`src/pkg/scp_pkg.sv`:
```
// package for the sar conversion and power control block
package scp_pkg;
	// register byte offsets
	localparam logic [11:0] SCP_CTRL_OFS   = 12'h000;
	localparam logic [11:0] SCP_STATUS_OFS = 12'h004;
	localparam logic [11:0] SCP_COUNT_OFS  = 12'h008;
	localparam logic [11:0] SCP_RESULT_OFS = 12'h00C;
	// control field positions
	localparam int CTRL_START_BIT  = 0;
	localparam int CTRL_PD_BIT     = 1;
	localparam int CTRL_REF_POWERDOWN_PIN_BIT  = 2;
	localparam int CTRL_REFBUF_POWERDOWN_PIN_BIT  = 3;
	localparam int CTRL_RESET_BIT  = 4;
	localparam int CTRL_CS_BIT     = 5;
	localparam int CTRL_RD_BIT     = 6;
	localparam logic [31:0] CTRL_RESET_VAL = 32'h0000_0060;
	// status field positions
	localparam int ST_BUSY_BIT  = 0;
	localparam int ST_INIT_BIT  = 1;
	localparam int ST_PD_BIT    = 2;
	localparam int ST_BUSOE_BIT = 3;
	localparam int ST_REF_LO    = 4;
	localparam int ST_VALID_BIT = 6;
	// reference source codes
	localparam logic [1:0] REF_INTERNAL = 2'h0;
	localparam logic [1:0] REF_EXT_1V2  = 2'h1;
	localparam logic [1:0] REF_EXT_2V5  = 2'h2;
	localparam logic [1:0] REF_INVALID  = 2'h3;
	// timing
	localparam int CLK_MHZ        = 50;
	localparam int CONV_TIME_NS   = 400;
	localparam int CONV_CYCLES    = (CONV_TIME_NS * CLK_MHZ + 999) / 1000;
	localparam int INIT_CONV_NUM  = 128;
	localparam int RST_INIT_NS    = 200;
	localparam int RST_INIT_CYC   = (RST_INIT_NS * CLK_MHZ + 999) / 1000;
	localparam int RESULT_W       = 16;
	localparam logic [31:0] RDATA_ZERO = 32'h0000_0000;
endpackage

```
`src/design/scp_result_mem.sv`:
```
// result store: one word with registered read data
`timescale 1ns/100ps
module scp_result_mem
	import scp_pkg::*;
#(
	parameter int W = RESULT_W
) (
	input  wire logic         pclk,     // clock
	input  wire logic         presetn,  // async reset low
	input  wire logic         clr,      // clear stored word
	input  wire logic         wr,       // write strobe
	input  wire logic [W-1:0] wdata,    // word in
	output logic      [W-1:0] rdata     // registered word out
);
	initial begin
		if (W < 1 || W > 32) $error("bad width");
	end

	// store with clear priority
	always_ff @(posedge pclk or negedge presetn) begin
		if (!presetn) begin
			rdata <= '0;
		end else if (clr) begin
			rdata <= '0;
		end else if (wr) begin
			rdata <= wdata;
		end
	end
endmodule

```
`src/design/scp_ctrl.sv`:
```
// conversion start, initialization and reference power control over apb
//
// Function
// - falling start edge launches a conversion
// - running conversion ignores start and power-down
// - start independent of select and read
// - initialization at power-up and power-down exit; here only on pin power-down exit, not when the software bit clears
// - power-down keeps supplies, reset stays low
// - interface logic active in acquisition too
// - ref pins disable bandgap and buffer
// - both low selects internal 2.048 V
// - ref high buffer low: external 1.2 V
// - both high: external 2.5 V direct
// - reset rise aborts, tristates; fall clears, inits
// - busy pulses during reset initialization
//
// The APB register port and the register addresses are this design's own decisions.
`timescale 1ns/100ps
module scp_ctrl
	import scp_pkg::*;
#(
	parameter int CONV_CYC = CONV_CYCLES,
	parameter int INIT_NUM = INIT_CONV_NUM,
	parameter int RINIT_CYC = RST_INIT_CYC
) (
	input  wire logic        pclk,                 // apb clock
	input  wire logic        presetn,              // async reset low
	input  wire logic        psel,                 // apb select
	input  wire logic        penable,              // apb enable
	input  wire logic        pwrite,               // apb direction
	input  wire logic [11:0] paddr,                // apb address
	input  wire logic [31:0] pwdata,               // apb write data
	output logic      [31:0] prdata,               // apb read data
	output logic             pready,               // apb ready
	output logic             pslverr,              // apb error
	input  wire logic        conversion_start_n,   // start pin, low active
	input  wire logic        power_down_pin,       // power-down pin
	input  wire logic        reset_pin,            // reset pin
	input  wire logic [15:0] sar_result,           // sar core result
	output logic             busy,                 // busy output
	output logic             conv_active,          // sar core run
	output logic             ref_powerdown_pin,    // bandgap off
	output logic             refbuf_powerdown_pin, // buffer off
	output logic             data_bus_oe,          // data bus drive enable
	output logic             init_active           // initialization running
);
	initial begin
		if (CONV_CYC < 2 || CONV_CYC > 65535) $error("bad conv cycles");
		if (INIT_NUM < 1 || INIT_NUM > 255) $error("bad init count");
		if (RINIT_CYC < 1 || RINIT_CYC > 65535) $error("bad reset init");
	end

	typedef enum logic [1:0] {S_IDLE, S_CONV, S_RINIT} scp_state_t;

	// writable control bits; upper bits read back as zero
	localparam logic [31:0] CTRL_WR_MASK = 32'h0000_007F;

	// sequencer overview
	// idle: waits for a start edge from the pin or the software bit
	// conv: counts down the conversion time, deaf to start and power-down
	// rinit: short busy pulse after the reset pin is released
	// a rising reset edge leaves any state for idle at once
	// a falling reset edge always enters rinit, even from conv
	//
	// initialization bookkeeping
	// init_left_q counts conversions the host still has to throw away
	// loaded at power-up and on every exit from pin power-down; clearing the software power-down bit does not reload it
	// each completed conversion takes one off while above zero
	// a completed reset initialization clears it in one step
	// init_active follows the next value, so it drops with the last result
	//
	// pin handling
	// start, power-down and reset come from outside this clock domain
	// each passes a three-stage shift chain before it is used
	// a level only counts once stages two and three agree
	// while they differ the previously accepted level is kept
	// edges compare the accepted level with its copy one cycle on
	// so a one-cycle glitch never reaches the sequencer
	// start reaches the sequencer three to four cycles after the pin
	//
	// register bus
	// every transfer gets pready one cycle into its access phase
	// writes land on the edge that sees pready high, not before
	// read data is fetched one cycle early and shown only with pready
	// unmapped offsets answer with pslverr and read as zero
	// the bus answers in every state: acquisition, conversion and init
	//
	// reference pins
	// the two power-down outputs are plain control bits, no sequencing
	// status reports which reference source that pairing selects
	// buffer off with bandgap on is no supported pairing: code invalid

	// accepted pin level: new only when stages two and three agree
	function automatic logic pin_level(input logic [1:0] stages, input logic last);
		pin_level = (stages[0] == stages[1]) ? stages[1] : last;
	endfunction

	// counter step shared by conversion and reset initialization
	function automatic logic [15:0] dec16(input logic [15:0] v);
		dec16 = v - 16'h0001;
	endfunction

	// reference source from {buffer off, bandgap off}
	function automatic logic [1:0] ref_decode(input logic [1:0] sel);
		case (sel)
			2'h0:    ref_decode = REF_INTERNAL;
			2'h1:    ref_decode = REF_EXT_1V2;
			2'h3:    ref_decode = REF_EXT_2V5;
			default: ref_decode = REF_INVALID;
		endcase
	endfunction

	scp_state_t  state_q, state_d;
	logic [31:0] ctrl_q;
	logic [15:0] cnt_q, cnt_d;
	logic [7:0]  init_left_q, init_left_d;
	logic [2:0]  cs_sync_q, pd_sync_q, rs_sync_q;
	logic        cs_last_q, pd_last_q, rs_last_q;
	logic        busy_q, oe_q, conv_q, initf_q;
	logic [31:0] prdata_q;
	logic        pready_q, pslverr_q;
	logic [15:0] mem_rdata;

	// pin filters: change counts when stages two and three agree
	wire cs_lvl    = pin_level(cs_sync_q[2:1], cs_last_q);
	wire pd_lvl    = pin_level(pd_sync_q[2:1], pd_last_q);
	wire rs_lvl    = pin_level(rs_sync_q[2:1], rs_last_q);

	// effective control: pin or software bit
	wire pd_eff    = pd_lvl | ctrl_q[CTRL_PD_BIT];
	wire rs_eff    = rs_lvl | ctrl_q[CTRL_RESET_BIT];
	wire start_fall = cs_last_q & ~cs_lvl;
	wire sw_start   = ctrl_q[CTRL_START_BIT];
	wire pd_exit    = pd_last_q & ~pd_lvl;
	wire rs_rise    = ~rs_last_q & rs_lvl;
	wire rs_fall    = rs_last_q & ~rs_lvl;
	wire conv_done  = (state_q == S_CONV) && (cnt_q == 16'h0001);

	// apb decode
	wire        apb_acc  = psel & penable;
	wire        apb_wr   = apb_acc & pready_q & pwrite;  // lands on the pready edge
	wire        hit_ctrl = paddr == SCP_CTRL_OFS;
	wire        hit_st   = paddr == SCP_STATUS_OFS;
	wire        hit_cnt  = paddr == SCP_COUNT_OFS;
	wire        hit_res  = paddr == SCP_RESULT_OFS;
	wire        hit_any  = hit_ctrl | hit_st | hit_cnt | hit_res;
	wire [1:0]  ref_sel  = {ctrl_q[CTRL_REFBUF_POWERDOWN_PIN_BIT], ctrl_q[CTRL_REF_POWERDOWN_PIN_BIT]};
	wire [1:0]  ref_code = ref_decode(ref_sel);
	wire [31:0] status_w = {25'h0, (init_left_q == 8'h00), ref_code, oe_q, pd_eff,
			initf_q, busy_q};
	wire [31:0] rd_mux   = hit_ctrl ? ctrl_q :
			hit_st  ? status_w :
			hit_cnt ? {24'h0, init_left_q} :
			hit_res ? {16'h0, mem_rdata} : RDATA_ZERO;

	// next-state logic for conversion and initialization
	always_comb begin
		state_d     = state_q;
		cnt_d       = cnt_q;
		init_left_d = init_left_q;
		case (state_q)
			S_IDLE: begin
				if ((start_fall || sw_start) && !rs_eff && !pd_eff) begin
					state_d = S_CONV;
					cnt_d   = 16'(CONV_CYC);
				end
			end
			S_CONV: begin
				// start and power-down ignored until done
				cnt_d = dec16(cnt_q);
				if (conv_done) begin
					state_d = S_IDLE;
					if (init_left_q != 8'h00) init_left_d = init_left_q - 8'h01;
				end
			end
			S_RINIT: begin
				cnt_d = dec16(cnt_q);
				if (cnt_q == 16'h0001) begin
					state_d     = S_IDLE;
					init_left_d = 8'h00;
				end
			end
			default: state_d = S_IDLE;
		endcase
		if (pd_exit) init_left_d = 8'(INIT_NUM);
		if (rs_rise) begin
			state_d = S_IDLE;
		end else if (rs_fall) begin
			state_d = S_RINIT;
			cnt_d   = 16'(RINIT_CYC);
		end
	end

	// start pin chain, idle high so no false edge after reset
	always_ff @(posedge pclk or negedge presetn) begin
		if (!presetn) begin
			cs_sync_q <= 3'h7;
			cs_last_q <= 1'b1;
		end else begin
			cs_sync_q <= {cs_sync_q[1:0], conversion_start_n};
			cs_last_q <= cs_lvl;
		end
	end

	// power-down pin chain and accepted level
	always_ff @(posedge pclk or negedge presetn) begin
		if (!presetn) begin
			pd_sync_q <= 3'h0;
			pd_last_q <= 1'b0;
		end else begin
			pd_sync_q <= {pd_sync_q[1:0], power_down_pin};
			pd_last_q <= pd_lvl;
		end
	end

	// reset pin chain and accepted level
	always_ff @(posedge pclk or negedge presetn) begin
		if (!presetn) begin
			rs_sync_q <= 3'h0;
			rs_last_q <= 1'b0;
		end else begin
			rs_sync_q <= {rs_sync_q[1:0], reset_pin};
			rs_last_q <= rs_lvl;
		end
	end

	// sequencer state
	always_ff @(posedge pclk or negedge presetn) begin
		if (!presetn) begin
			state_q <= S_IDLE;
		end else begin
			state_q <= state_d;
		end
	end

	// conversion and reset-init down counter
	always_ff @(posedge pclk or negedge presetn) begin
		if (!presetn) begin
			cnt_q <= 16'h0000;
		end else begin
			cnt_q <= cnt_d;
		end
	end

	// discard counter; reset starts with initialization pending
	always_ff @(posedge pclk or negedge presetn) begin
		if (!presetn) begin
			init_left_q <= 8'(INIT_NUM);
		end else begin
			init_left_q <= init_left_d;
		end
	end

	// busy through conversion and reset initialization
	always_ff @(posedge pclk or negedge presetn) begin
		if (!presetn) begin
			busy_q <= 1'b0;
		end else begin
			busy_q <= (state_d == S_CONV) || (state_d == S_RINIT);
		end
	end

	// core run strobe
	always_ff @(posedge pclk or negedge presetn) begin
		if (!presetn) begin
			conv_q <= 1'b0;
		end else begin
			conv_q <= state_d == S_CONV;
		end
	end

	// bus drives only when selected, read and out of reset
	always_ff @(posedge pclk or negedge presetn) begin
		if (!presetn) begin
			oe_q <= 1'b0;
		end else begin
			oe_q <= ~rs_eff & ~ctrl_q[CTRL_CS_BIT] & ~ctrl_q[CTRL_RD_BIT];
		end
	end

	// initialization flag
	always_ff @(posedge pclk or negedge presetn) begin
		if (!presetn) begin
			initf_q <= 1'b1;
		end else begin
			initf_q <= (init_left_d != 8'h00) || (state_d == S_RINIT);
		end
	end

	// control register; start bit self-clears, power-down holds supplies
	always_ff @(posedge pclk or negedge presetn) begin
		if (!presetn) begin
			ctrl_q <= CTRL_RESET_VAL;
		end else if (apb_wr && hit_ctrl) begin
			ctrl_q <= pwdata & CTRL_WR_MASK;
		end else begin
			ctrl_q[CTRL_START_BIT] <= 1'b0;
		end
	end

	// apb answer one cycle after access start; bus stays live always
	always_ff @(posedge pclk or negedge presetn) begin
		if (!presetn) begin
			pready_q <= 1'b0;
		end else begin
			pready_q <= apb_acc & ~pready_q;
		end
	end

	// error flag for unmapped offsets, alongside pready
	always_ff @(posedge pclk or negedge presetn) begin
		if (!presetn) begin
			pslverr_q <= 1'b0;
		end else begin
			pslverr_q <= apb_acc & ~pready_q & ~hit_any;
		end
	end

	// read data shown only in the pready cycle of a read
	always_ff @(posedge pclk or negedge presetn) begin
		if (!presetn) begin
			prdata_q <= RDATA_ZERO;
		end else begin
			prdata_q <= (apb_acc & ~pready_q & ~pwrite) ? rd_mux : RDATA_ZERO;
		end
	end

	// result word, cleared at reset falling edge
	scp_result_mem #(.W(RESULT_W)) u_mem (
		.pclk    (pclk),
		.presetn (presetn),
		.clr     (rs_fall),
		.wr      (conv_done),
		.wdata   (sar_result),
		.rdata   (mem_rdata)
	);

	assign prdata               = prdata_q;
	assign pready               = pready_q;
	assign pslverr              = pslverr_q;
	assign busy                 = busy_q;
	assign conv_active          = conv_q;
	assign ref_powerdown_pin    = ctrl_q[CTRL_REF_POWERDOWN_PIN_BIT];
	assign refbuf_powerdown_pin = ctrl_q[CTRL_REFBUF_POWERDOWN_PIN_BIT];
	assign data_bus_oe          = oe_q;
	assign init_active          = initf_q;
endmodule

```
`config.mk`:
```
export PLATFORM = sky130hd
export DESIGN_NAME = scp_ctrl
export DESIGN_NICKNAME = d
export VERILOG_FILES = /design/src/pkg/scp_pkg.sv /design/src/design/scp_result_mem.sv /design/src/design/scp_ctrl.sv
export SDC_FILE = /design/constraint.sdc
export NUM_CORES = 1
export LEC_CHECK = 0
export ABC_AREA = 1
export BUFFER_PORTS_ARGS = -buffer_cell sky130_fd_sc_hd__buf_2
export CORE_MARGIN = 3
export CORE_UTILIZATION = 40
export DETAILED_ROUTE_END_ITERATION = 10
export PLACE_DENSITY = 0.7
export SYNTH_ARGS = -nofsm -noshare
export SYNTH_HDL_FRONTEND = slang
export SYNTH_SLANG_ARGS = --single-unit
```
`constraint.sdc`:
```
create_clock -name pclk -period 2.15 [get_ports pclk]
set_clock_uncertainty 0.05 [all_clocks]
set_input_delay 0.1075 -clock pclk [delete_from_list [all_inputs] [get_ports pclk]]
set_output_delay 0.1075 -clock pclk [all_outputs]
set_load 0.01 [all_outputs]
```
==> impl_metrics.yaml <==
outcome:
  run_status: "complete, no violations"
setup_path:
  required_ps: 2360
  critPathCaptureType: "register"
  rr_endpoint: "init_active"
  setup.reg_to_reg.worst_slack_ps: 50
  r2r_start: "cs_last_q"
  path_max_fanout: 3
  start_kind: "register"
  worst-setup-path-type: "reg -> reg"
  timing.critical_path.arrival_ps: 2310
  worst_r2r_path_depth: 14
global_route:
  grt.overflow.total: 0
  grt_max_degree: 43
  global_route_total_usage_across_every_layer: 0.1834
  grt_pass1_vias: 4149
  antenna_found_initial: 0
  grt_first_pass_wirelength_um: 19110
place:
  dpl_worst_slack_ps: 54.29
  dp.final_hpwl_um: 8127
  dp.cells: 788
  routabilityCongestion: 0.8999
  placed_cell_area_sq_mm: 0.005095
  port-buffer-count: 66
final_layout:
  nets: 771
  design_area_sq_mm: 0.005723
  final_cell_mix: "sky130_fd_sc_hd__inv_1 (95), sky130_fd_sc_hd__nand2_1 (95), sky130_fd_sc_hd__dfrtp_1 (75)"
  final.fill_count: 998
  synthToLayoutAreaGrowth_pct: 25.76
  layout.core_utilization: 0.5211
  layout-drive-gt1-share: 0.2112
  antenna-diode-count: 0
  final-instance-count-excl-fill: 836
timing:
  setup_viol: 0
  setup_slack_ps: 52.22
  final_min_period_over_clock_period: 0.9757
  total_neg_setup_slack_ps: 0
  maxSlewViolCount: 0
  timing.hold.ws_ps: 101.6
  fin_crit_ps: 2098
  max_freq_mhz: 476.7
  worst_pin_slew_ps: 552.5
  max-slew-margin-rel: 0.6317
  final_hold_viol_count: 0
power:
  total_power_mw: 5.826
  leakage_nw: 3.075
  vdd.ir_drop.worst_uv: 445.9
  power.density_cell_area_mw_per_mm2: 1018
detailed_routing:
  detail_route.wirelength_um: 11590
  ant_nets: 0
  drcViolationCount: 0
  vias: 4249
  vias_per_cell: 5.083
  drt_pass1_iterations: 5
  routedWlPerCell_um: 13.86
  drt_first_iter_violations: 314
clock_network:
  clock_insertion_delay_worst_skew_ps: 340
  htree_levels: 3
  cts-root-buf: "sky130_fd_sc_hd__clkbuf_16"
  clock_buffers_created_by_tritoncts: 9
  clk_pin_slew_worst_paths_ps: 60
  deepest_clock_path_buffer_count: 2
  clock_sink_count: 83
  cts_tree: "built"
yosys:
  netlist_area_sq_mm: 0.004551
  yosys_register_bits: 83
  synth_top_area_cell: "sky130_fd_sc_hd__dfrtp_1"
  synth_cell_type_count: 45
  yosys_warnings: 0
  synth.yosys.seq_area_share: 0.4586
  average_cell_area_after_synthesis_sq_um: 7.914
  proportion_of_netlist_area_held_by_the_largest_area_contributor: 0.4124
  postSynthCellCount: 575
  synth.area.top_cells: "sky130_fd_sc_hd__dfrtp_1 (41%), sky130_fd_sc_hd__nand2_1 (8.0%), sky130_fd_sc_hd__inv_1 (7.8%), sky130_fd_sc_hd__o21ai_0 (5.7%), sky130_fd_sc_hd__nand3_1 (5.6%)"
worst_hold_path:
  min-delay-start: "paddr[2]"
  worst_hold_path.endpoint: "prdata[0]"
  min_delay_path_depth: 3
  worst_hold_path_type: "in -> reg"
die:
  fp.dieW_um: 112.7
  initial_cell_density_of_the_core: 0.4143
  placementRows: 38
  die_area_sq_mm: 0.01269
  die_height_um: 112.7
  design.core.area_sq_mm: 0.01098
  top_level_ports: 108
run:
  maximum_capacitance_violations: 0
[critical path, cell delays in order (launching register included)]
cell and delay [ps]:
sky130_fd_sc_hd__dfstp_2 530, sky130_fd_sc_hd__inv_1 30, sky130_fd_sc_hd__o31ai_1 230, sky130_fd_sc_hd__inv_1 80, sky130_fd_sc_hd__nor2_2 130, sky130_fd_sc_hd__nand2_2 90
sky130_fd_sc_hd__nand2_2 90, sky130_fd_sc_hd__nand2_1 70, sky130_fd_sc_hd__a31oi_2 210, sky130_fd_sc_hd__inv_1 90, sky130_fd_sc_hd__ha_2 170, sky130_fd_sc_hd__inv_1 40
sky130_fd_sc_hd__nand2_1 60, sky130_fd_sc_hd__nor2_2 80, sky130_fd_sc_hd__nand3_1 60
[final cells by class]
class                      count  area, sq um  area share
sequential                    83         2087      0.3647
multi-input combinational    383         2008      0.3509
timing repair buffer         117        800.8      0.1399
inverter                      97        364.1     0.06362
clock buffer                  10        239.0     0.04176
tap                          140        175.2     0.03061
clock inverter                 6        48.80    0.008526
[registers in the layout (all words and copies together), names as in the netlist, 2 cells and up]
| name | count |
|---|---|
| state_q | 2 |
| ctrl_q | 7 |
| pd_sync_q | 3 |
| cnt_q | 16 |
| init_left_q | 8 |
| u_mem.rdata | 16 |
| rs_sync_q | 3 |
| prdata | 16 |
| cs_sync_q | 3 |
[layer usage]
layer / track usage / share of wire
met1: 0.2264 / 0.42
met2: 0.3144 / 0.50
met3: 0.02911 / 0.046
met4: 0.08413 / 0.030
met5: 0 / 0
[power breakdown]
part	total, mW	internal [mW]	switching (mW)	leakage [nW]
Sequential	2.05	1.79	0.258	1.08
Combinational	2.28	0.856	1.42	1.86
Clock	1.50	0.826	0.671	0.137
Total	5.83	3.47	2.35	3.08
[synth_stat cells (all sizes together)]
cell,n
nand2,102
inv,97
dfrtp,75
nor2,66
o21ai,53
nand3,52
a21oi,27
buf,22
ha,12
a31oi,8
dfstp,8
nor3,7
nand4,6
clkbuf,5
o211ai,5
mux2,4
a221oi,3
o22ai,3
a211oi,2
maj3,2
o21bai,2
o31ai,2
or2,2
a21o,1
and2,1
conb,1
nand2b,1
nand3b,1
nor4,1
o211a,1
o21a,1
o32ai,1
xor2,1
[worst max path at each step]
stage	slack [ps]	start	endpoint	cells after the start
global placement	120	cnt_q[1]	init_active	14
detailed placement	50	cs_last_q	init_active	14
global route	-60	cs_last_q	init_active	14
floorplan	60	state_q[0]	init_active	12
CTS	30	cnt_q[1]	init_active	14
finish	50	cs_last_q	init_active	14
[cell families after synthesis]
group | after synthesis | share of synthesized area
flip-flops | 83 | 0.4586
XOR/XNOR | 1 | 0.001925
AO/OA/AOI/OAI | 109 | 0.1345
other | 1 | 0.0008241
AND/OR/NAND/NOR | 239 | 0.2381
adder cells (fa/ha/maj) | 14 | 0.03767
multiplexers | 4 | 0.009898
buffers and inverters | 124 | 0.1185
[repair_timing]
action / 4_1_cts / 5_1_grt
setup endpoints to repair: 0 / 4
gates resized for setup: 0 / 10
hold buffers: 29 / 0
buffers inserted: 0 / 3
hold endpoints to repair: 68 / 0
(Power assumes the default switching activity.)
